### src/rtl/scd_consts.vh
// Constants for the solenoid current controller with dither
`ifndef SCD_CONSTS_VH
`define SCD_CONSTS_VH

`define SCD_WORD_BITS       16
`define SCD_ADDR_HI         15
`define SCD_ADDR_LO         11
`define SCD_ADDR_TARGET     5'h16
`define SCD_ADDR_DITHER     5'h17
`define SCD_DIAG_BIT        10
`define SCD_DDIS_BIT        9
`define SCD_TGT_HI          8
`define SCD_RETRY_BIT       10
`define SCD_ONOFF_BIT       9
`define SCD_SWMODE_BIT      8
`define SCD_AMP_HI          6
`define SCD_AMP_LO          4
`define SCD_FREQ_HI         3
`define SCD_FREQ_LO         0
`define SCD_FREQ_KEEP       4'hF
`define SCD_FULL_SCALE_MA   1075
`define SCD_FULL_SCALE_CODE 11'h1FF
`define SCD_AMP_STEP_DMA    504
`define SCD_AMP_STEP_LSB    ((`SCD_AMP_STEP_DMA * 511 + `SCD_FULL_SCALE_MA * 5) / (`SCD_FULL_SCALE_MA * 10))
`define SCD_SWITCH_PCT      5
`define SCD_CLK_HZ          100000000
`define SCD_TARGET_RST      9'h000
`define SCD_CODE_RST        4'h0
`define SCD_AMP_RST         3'h0

`endif

### src/rtl/scd_ctrl.v
// Command decode, hysteretic regulation and dither for current driver one
`timescale 1ns/1ps
`include "scd_consts.vh"
module scd_ctrl
#(
   parameter CLK_HZ  = `SCD_CLK_HZ,
   parameter DCNT_W  = 20
)
(
   // Clock and reset
   input  wire        clk,
   input  wire        reset,
   // Serial link pins
   input  wire        spi_cs_n,
   input  wire        spi_sclk,
   input  wire        spi_mosi,
   output reg         spi_miso,
   output reg         spi_miso_oe,
   // Sensed output current, same units as the target code
   input  wire [9:0]  sense_code,
   // Raw fault and status inputs from the protection logic
   input  wire        overvoltage_fault,
   input  wire        thermal_limit_fault,
   input  wire        cal_fault,
   input  wire        trim_set,
   input  wire        supply_cal_source,
   input  wire        open_fault_one,
   input  wire        short_fault_one,
   input  wire        open_fault_two,
   input  wire        short_fault_two,
   input  wire [7:0]  out_fault,
   // Driver controls
   output reg         drv_on,
   output reg         diag_pull_direction,
   output reg         switch_mode,
   output reg  [9:0]  eff_target
);

   // Synchronised link pins
   wire       cs_n_s;
   wire       sclk_s;
   wire       mosi_s;
   reg        cs_n_d_q;
   reg        sclk_d_q;

   scd_sync2 #(.RST_VAL(1'b1)) u_sync_cs
   (
      .clk   (clk),
      .reset (reset),
      .din   (spi_cs_n),
      .dout  (cs_n_s)
   );

   scd_sync2 #(.RST_VAL(1'b0)) u_sync_sclk
   (
      .clk   (clk),
      .reset (reset),
      .din   (spi_sclk),
      .dout  (sclk_s)
   );

   scd_sync2 #(.RST_VAL(1'b0)) u_sync_mosi
   (
      .clk   (clk),
      .reset (reset),
      .din   (spi_mosi),
      .dout  (mosi_s)
   );

   wire cs_fall   = cs_n_d_q & ~cs_n_s;
   wire cs_rise   = ~cs_n_d_q & cs_n_s;
   wire sclk_rise = ~cs_n_s & ~sclk_d_q & sclk_s;
   wire sclk_fall = ~cs_n_s & sclk_d_q & ~sclk_s;

   // Receive and transmit shifters
   reg [15:0] rx_q;
   reg [15:0] tx_q;
   reg [4:0]  bit_cnt_q;
   reg        por_flag_q;
   reg [15:0] flt_q;

   // Command state
   reg                target_q;
   reg [8:0]          tgt_q;
   reg                dither_disable_q;
   reg                fault_retry_select_q;
   reg                on_off_q;
   reg [2:0]          amp_pend_q;
   reg [3:0]          freq_pend_q;
   reg [2:0]          amp_act_q;
   reg [3:0]          freq_act_q;
   reg                pend_q;

   // Dither timing
   reg [DCNT_W-1:0]   dcnt_q;
   reg                phase_pos_q;

   // Protection
   reg                prot_off_q;

   // Raw fault vector in response layout
   wire combined_fault = overvoltage_fault | thermal_limit_fault | cal_fault;
   wire [15:0] flt_raw = {combined_fault, 1'b0, trim_set, supply_cal_source,
                          open_fault_two, short_fault_two, open_fault_one,
                          short_fault_one, out_fault};
   wire [15:0] resp_word = {flt_q[15], por_flag_q, flt_q[13:0]};

   // Half period of the dither square in clock cycles
   function [DCNT_W-1:0] half_cnt;
      input [3:0] code;
      integer     v;
      begin
         v = 0;
         case (code)
            4'h1:    v = CLK_HZ / 100;
            4'h2:    v = CLK_HZ / 200;
            4'h3:    v = CLK_HZ / 300;
            4'h4:    v = CLK_HZ / 400;
            4'h5:    v = CLK_HZ / 500;
            4'h6:    v = CLK_HZ / 600;
            4'h7:    v = CLK_HZ / 700;
            4'h8:    v = CLK_HZ / 800;
            4'h9:    v = CLK_HZ / 900;
            4'hA:    v = CLK_HZ / 1000;
            4'hB:    v = CLK_HZ / 266;
            4'hC:    v = CLK_HZ / 332;
            4'hD:    v = CLK_HZ / 466;
            4'hE:    v = CLK_HZ / 532;
            default: v = 1;
         endcase
         half_cnt = v[DCNT_W-1:0];
      end
   endfunction

   // Dither amplitude and lockout
   localparam [10:0] AMP_LSB = `SCD_AMP_STEP_LSB;
   wire [10:0] amp_code = {8'h00, amp_act_q} * AMP_LSB;
   wire [10:0] tgt_w    = {2'b00, tgt_q};
   wire [10:0] tgt_hi   = tgt_w + amp_code;
   wire        lock_hi  = tgt_hi >= `SCD_FULL_SCALE_CODE;
   wire        lock_lo  = tgt_w <= amp_code;
   wire        dith_on  = ~dither_disable_q & (amp_act_q != 3'h0) &
                          (freq_act_q != 4'h0) & ~lock_hi & ~lock_lo;

   wire [10:0] eff_w    = !dith_on ? tgt_w :
                          (phase_pos_q ? tgt_hi : (tgt_w - amp_code));
   wire [17:0] band_p   = {7'h00, eff_w} * 18'd`SCD_SWITCH_PCT;
   wire [17:0] band_div = band_p / 18'd100;
   wire [10:0] band     = band_div[10:0];
   wire [11:0] upper_sp = {1'b0, eff_w} + {1'b0, band};
   wire [11:0] lower_sp = {1'b0, eff_w} - {1'b0, band};
   wire [11:0] sense_w  = {2'b00, sense_code};

   wire [4:0]  rx_addr  = rx_q[`SCD_ADDR_HI:`SCD_ADDR_LO];
   wire        word_ok  = cs_rise & (bit_cnt_q == 5'd`SCD_WORD_BITS);
   wire        wr_tgt   = word_ok & (rx_addr == `SCD_ADDR_TARGET);
   wire        wr_dith  = word_ok & (rx_addr == `SCD_ADDR_DITHER);

   // Link framing and response shifting
   always @(posedge clk)
   begin
      if (reset)
      begin
         cs_n_d_q    <= 1'b1;
         sclk_d_q    <= 1'b0;
         rx_q        <= 16'h0000;
         tx_q        <= 16'h0000;
         bit_cnt_q   <= 5'h00;
         spi_miso    <= 1'b0;
         spi_miso_oe <= 1'b0;
      end
      else
      begin
         cs_n_d_q    <= cs_n_s;
         sclk_d_q    <= sclk_s;
         spi_miso_oe <= ~cs_n_s;
         if (cs_fall)
         begin
            tx_q      <= {resp_word[14:0], 1'b0};
            spi_miso  <= resp_word[15];
            bit_cnt_q <= 5'h00;
         end
         else
         begin
            if (sclk_rise)
            begin
               rx_q <= {rx_q[14:0], mosi_s};
               if (bit_cnt_q != 5'h1F)
                  bit_cnt_q <= bit_cnt_q + 5'h01;
            end
            if (sclk_fall)
            begin
               spi_miso <= tx_q[15];
               tx_q     <= {tx_q[14:0], 1'b0};
            end
         end
      end
   end

   // Fault latches
   always @(posedge clk)
   begin
      if (reset)
      begin
         flt_q      <= 16'h0000;
         por_flag_q <= 1'b1;
      end
      else
      begin
         // clear at frame end, but a fault present now re-sets
         if (cs_rise)
         begin
            flt_q      <= flt_raw;
            por_flag_q <= 1'b0;
         end
         else
            flt_q <= flt_q | flt_raw;
      end
   end

   // Command registers
   always @(posedge clk)
   begin
      if (reset)
      begin
         target_q             <= 1'b0;
         tgt_q                <= `SCD_TARGET_RST;
         diag_pull_direction  <= 1'b0;
         dither_disable_q     <= 1'b0;
         fault_retry_select_q <= 1'b0;
         on_off_q             <= 1'b0;
         switch_mode          <= 1'b0;
         amp_pend_q           <= `SCD_AMP_RST;
         freq_pend_q          <= `SCD_CODE_RST;
         pend_q               <= 1'b0;
      end
      else
      begin
         target_q <= 1'b1;
         if (wr_tgt)
         begin
            diag_pull_direction <= rx_q[`SCD_DIAG_BIT];
            dither_disable_q    <= rx_q[`SCD_DDIS_BIT];
            tgt_q               <= rx_q[`SCD_TGT_HI:0];
         end
         if (wr_dith)
         begin
            fault_retry_select_q <= rx_q[`SCD_RETRY_BIT];
            on_off_q             <= rx_q[`SCD_ONOFF_BIT];
            switch_mode          <= rx_q[`SCD_SWMODE_BIT];
            amp_pend_q           <= rx_q[`SCD_AMP_HI:`SCD_AMP_LO];
            if (rx_q[`SCD_FREQ_HI:`SCD_FREQ_LO] != `SCD_FREQ_KEEP)
               freq_pend_q <= rx_q[`SCD_FREQ_HI:`SCD_FREQ_LO];
            pend_q <= 1'b1;
         end
         else if (pend_q & (dcnt_q == {DCNT_W{1'b0}}) & (~phase_pos_q | ~dith_on))
            pend_q <= 1'b0;
      end
   end

   // New period must start together with the new amplitude
   wire        swap_now = ~phase_pos_q & pend_q & ~wr_dith;

   // Dither phase generator
   always @(posedge clk)
   begin
      if (reset)
      begin
         dcnt_q      <= {DCNT_W{1'b0}};
         phase_pos_q <= 1'b0;
         amp_act_q   <= `SCD_AMP_RST;
         freq_act_q  <= `SCD_CODE_RST;
      end
      else if (!dith_on)
      begin
         // Idle dither: phase held negative, a pending change is applied now
         dcnt_q      <= {DCNT_W{1'b0}};
         phase_pos_q <= 1'b0;
         if (pend_q & ~wr_dith)
         begin
            amp_act_q  <= amp_pend_q;
            freq_act_q <= freq_pend_q;
         end
      end
      else if (dcnt_q == {DCNT_W{1'b0}})
      begin
         // half period from the frequency code
         dcnt_q      <= half_cnt(swap_now ? freq_pend_q : freq_act_q) -
                        {{(DCNT_W-1){1'b0}}, 1'b1};
         phase_pos_q <= ~phase_pos_q;
         // swap settings only entering a positive half
         if (swap_now)
         begin
            amp_act_q  <= amp_pend_q;
            freq_act_q <= freq_pend_q;
         end
      end
      else
         dcnt_q <= dcnt_q - {{(DCNT_W-1){1'b0}}, 1'b1};
   end

   // Protection shutdown
   wire prot_trip = short_fault_one | overvoltage_fault | thermal_limit_fault;

   always @(posedge clk)
   begin
      if (reset)
         prot_off_q <= 1'b0;
      else if (prot_trip)
         prot_off_q <= 1'b1;
      else if (fault_retry_select_q | wr_tgt | wr_dith)
         prot_off_q <= 1'b0;
   end

   // Output drive
   always @(posedge clk)
   begin
      if (reset)
      begin
         drv_on     <= 1'b0;
         eff_target <= 10'h000;
      end
      else
      begin
         eff_target <= eff_w[9:0];
         if (prot_off_q | prot_trip | ~target_q)
            drv_on <= 1'b0;
         else if (switch_mode)
            drv_on <= on_off_q;
         // zero target keeps the driver off
         else if (eff_w == 11'h000)
            drv_on <= 1'b0;
         // off at upper point, wins when the band is empty
         else if (sense_w >= upper_sp)
            drv_on <= 1'b0;
         else if (sense_w <= lower_sp)
            drv_on <= 1'b1;
      end
   end

endmodule // scd_ctrl

### src/rtl/scd_sync2.v
// Two-stage synchroniser for one level from outside the clock domain
`timescale 1ns/1ps
module scd_sync2
#(
   parameter RST_VAL = 1'b0
)
(
   // Clock and reset
   input  wire clk,
   input  wire reset,
   // Asynchronous level in, synchronised level out
   input  wire din,
   output reg  dout
);

   reg meta_q;

   always @(posedge clk)
   begin
      if (reset)
      begin
         meta_q <= RST_VAL;
         dout   <= RST_VAL;
      end
      else
      begin
         meta_q <= din;
         dout   <= meta_q;
      end
   end

endmodule // scd_sync2

### config.mk
export PLATFORM = sky130hd
export DESIGN_NAME = scd_ctrl
export DESIGN_NICKNAME = d
export VERILOG_FILES = /design/src/rtl/scd_ctrl.v /design/src/rtl/scd_sync2.v
export VERILOG_INCLUDE_DIRS = /design/src /design/src/rtl
export SDC_FILE = /design/constraint.sdc
export NUM_CORES = 1
export LEC_CHECK = 0
export BUFFER_PORTS_ARGS = -buffer_cell sky130_fd_sc_hd__buf_2
export CORE_UTILIZATION = 57
export CTS_CLUSTER_DIAMETER = 120
export CTS_CLUSTER_SIZE = 16
export DETAILED_ROUTE_END_ITERATION = 10
export GPL_TIMING_DRIVEN = 0
export PLACE_DENSITY = 0.78
export SETUP_SLACK_MARGIN = 0.02
export SLEW_MARGIN = 20
export SYNTH_ARGS = -nofsm -noshare
export SYNTH_HDL_FRONTEND = slang
export SYNTH_SLANG_ARGS = --single-unit
### constraint.sdc
create_clock -name clk -period 11.3 [get_ports clk]
set_input_delay 2.26 -clock clk [delete_from_list [all_inputs] [get_ports clk]]
set_output_delay 2.26 -clock clk [all_outputs]
set_load 0.005 [all_outputs]
==> impl_metrics.tcl <==
set metrics [dict create \
    grt_pass1_vias 8955 \
    yosysSeqAreaShare_pct 27.37 \
    p_int_mw 0.7725 \
    violations "setup timing" \
    clock_path_buffers 2 \
    critPathLaunch "amp_act_q[0]" \
    via_count 9413 \
    place.detailed.hpwl_um 16870 \
    grt-ovfl-total 0 \
    antenna_found_initial 1 \
    cts_tree "done" \
    synth.distinct_cells 97 \
    wirelength_um 27580 \
    power_frac_clock_pct 51.5 \
    slowest_stage "or4b_1" \
    endpoint_kind "flop" \
    p_sw_share_pct 24.27 \
    die_area_sq_mm 0.01655 \
    htree_levels 4 \
    synth_edf_count 0 \
    crit_arrival_ps 12240 \
    synth_seq_cells 125 \
    max-vdd-ir-drop_v 0.0001183 \
    power_frac_comb_pct 4.0 \
    hold-worst-slack_ps 406.8 \
    drc 0 \
    core-area_sq_mm 0.01543 \
    reg2reg_from "amp_act_q[0]" \
    clock_sinks 125 \
    fp.dieW_um 128.7 \
    maxCapViolCount 0 \
    syn_area_per_cell_sq_um 8.007 \
    num-fill-cells 1020 \
    period_minus_slack_ps 11890 \
    pwr-share-seq_pct 44.4 \
    cp_max_fo 7 \
    relSlewSlack_pct 47.68 \
    ant_nets 0 \
    finalHoldViolations 0 \
    p_switching_mw 0.2476 \
    area_delta_synth_final_pct 29.00 \
    critPathMaxStageDelay_ps 530 \
    max_freq_mhz 84.12 \
    dp_slack_ps -1985 \
    num_rows 45 \
    grt_use_total_pct 31.70 \
    drtPass1Iterations 6 \
    synth-async-reset-ratio_pct 0 \
    ys_warn_count 0 \
    instances_no_fill 1503 \
    clock_latency_ps 420 \
    wire_per_inst_um 18.35 \
    postLayoutCoreUtil_pct 76.46 \
    drt-vias-per-instance 6.263 \
    cp.required_ps 11650 \
    drive_above_1_share_pct 25.72 \
    synth_nets 1257 \
    ctsRootBufferMaster "clkbuf_16" \
    synthFlopType "dfxtp_1" \
    numCtsBuffers 17 \
    initial_core_util_pct 59.27 \
    setup-violations-final 1 \
    tns_ps -587.7 \
    dp.cells 1399 \
    io_pins 47 \
    power_leakage_nw 4.886 \
    clkSlewWorstSetupHoldPaths_ps 60 \
    hp-start "u_sync_cs.meta_q" \
    slew_viol_final 0 \
    io_buffers 46 \
    fin_skew_ps 11.78 \
    grt_setup_unrepaired "true" \
    crit_path_start_kind "flop" \
    worst_slew_pin_slew_ps 763.0 \
    die_y_um 128.7 \
    path_class "flop to flop" \
    fin_crit_sh_pct 105.2 \
    status "complete, but fails checks" \
    grt_max_degree 17 \
    grt_pass1_wl_um 42080 \
    hold_class "flop to flop" \
    setup_ws_ps -587.7 \
    power.density_mw_per_mm2 86.49 \
    routabilityCongestion 0.9676 \
    synth_area_sq_mm 0.009144 \
    drt-initial-drc-count 887 \
    synthCells 1142 \
    layout.nets 1393 \
]
-- stage by stage --
step	instance area, sq um	power (mW)
CTS	11260	1.022
detailed placement	9651	0.5022
global route	11790	1.045
global placement	9651	0.5006
floorplan	9156	0.4867
finish	11800	1.020
-- worst max-delay path: cells and delay by family, from the launching register on --
family                   cells  cell delay, ps
multiplexers                 1             260
adder cells (fa/ha/maj)      9            2520
XOR/XNOR                     3             350
AND/OR/NAND/NOR             20            3750
buffers and inverters        9            1190
AO/OA/AOI/OAI               21            3360
flip-flops                   1             350
-- logic make-up (layout without fill, tap and decap cells) --
group,after synthesis,in the layout,share of synthesized area [%]
flip-flops,125,125,27.37
other,0,1,0
multiplexers,65,65,7.239
buffers and inverters,114,263,4.789
adder cells (fa/ha/maj),83,83,11.85
XOR/XNOR,52,52,4.981
AO/OA/AOI/OAI,280,280,21.29
AND/OR/NAND/NOR,423,423,22.48
-- metal layers --
layer	vias to the layer above	routed length, um	GRT usage [%]
met3	157	1835	5.281
li1	4346	-	-
met4	0	1239	15.36
met5	-	0	0
met1	4448	11090	37.51
met2	462	13410	55.71
-- what timing repair did --
action	in CTS	in global routing
hold buffers	0	0
pin swaps	51	60
gates resized for setup	133	71
setup endpoints to repair	1	1
setup buffers	56	21
-- cell type report --
class                   count  area, sq um  area share, %
clock inverters            14        136.4          1.156
well taps                 211        264.0          2.238
inverters                  61        229.0          1.941
multi-input cells         903         7144          60.57
repair buffers            121        828.3          7.022
clock buffers              18        429.2          3.638
flip-flops and latches    125         2511          21.29
plain buffers              49        250.2          2.122
diodes                      1        2.502        0.02122
-- cells in the mapped netlist, types with 7 or more instances --
library cell	n	area [sq um]
inv_1	59	221.5
clkbuf_1	41	153.9
nor3_1	31	155.2
nor2_1	162	608.1
mux2i_1	59	590.6
o21a_1	9	67.56
o21ai_1	7	35.03
a21oi_1	89	445.4
a31oi_1	12	75.07
or2_2	11	68.82
xnor2_1	33	289.0
a211oi_1	19	142.6
and3_1	11	68.82
nor4_1	10	62.56
a21o_1	10	75.07
buf_2	8	40.04
nand4_1	10	62.56
xor2_1	19	166.4
ha_1	77	963.4
nor2b_1	19	118.9
o21bai_1	8	60.06
nand3_1	30	150.1
o21ai_0	38	190.2
o211ai_1	7	52.55
nand2b_1	13	81.33
nand2_1	85	319.1
dfxtp_1	125	2502
-- placed cells by master, fill, tap and decap left out, types with 13 or more instances in the layout --
cell type  count
a211oi_1      17
inv_1         54
xor2_1        17
buf_4         68
dfxtp_1      122
nor3_1        22
buf_2         48
ha_1          62
ha_4          13
nor2_1       153
o21ai_0       28
xnor2_1       30
nor2b_1       16
nand2_1       84
a21oi_1       76
clkbuf_16     17
mux2i_1       54
clkbuf_1      37
nand3_1       27
-- final timing paths --
kind	cells past startpoint	slack, ps	endpoint
worst max register to register	63	-590	drv_on
worst min-delay path	1	410	u_sync_cs.dout
worst max-delay path	63	-590	drv_on
worst min register to register	1	410	u_sync_cs.dout
-- power groups by stage --
stage / logic (mW) / registers, mW / clock network [mW]
floorplan: 0.0246 / 0.462 / 0
global placement: 0.0376 / 0.463 / 0
detailed placement: 0.0391 / 0.463 / 0
CTS: 0.0398 / 0.453 / 0.529
global route: 0.0463 / 0.454 / 0.545
finish: 0.0413 / 0.453 / 0.526
-- flip-flops by register name, summed over array words and instances, names as in the netlist, 3 cells and up --
| signal | cells |
|---|---|
| freq_pend_q | 4 |
| dcnt_q | 20 |
| freq_act_q | 4 |
| bit_cnt_q | 5 |
| tgt_q | 9 |
| eff_target | 10 |
| flt_q | 15 |
| rx_q | 16 |
| tx_q | 15 |
| amp_pend_q | 3 |
| amp_act_q | 3 |
Power figures use the tool's default switching activity.
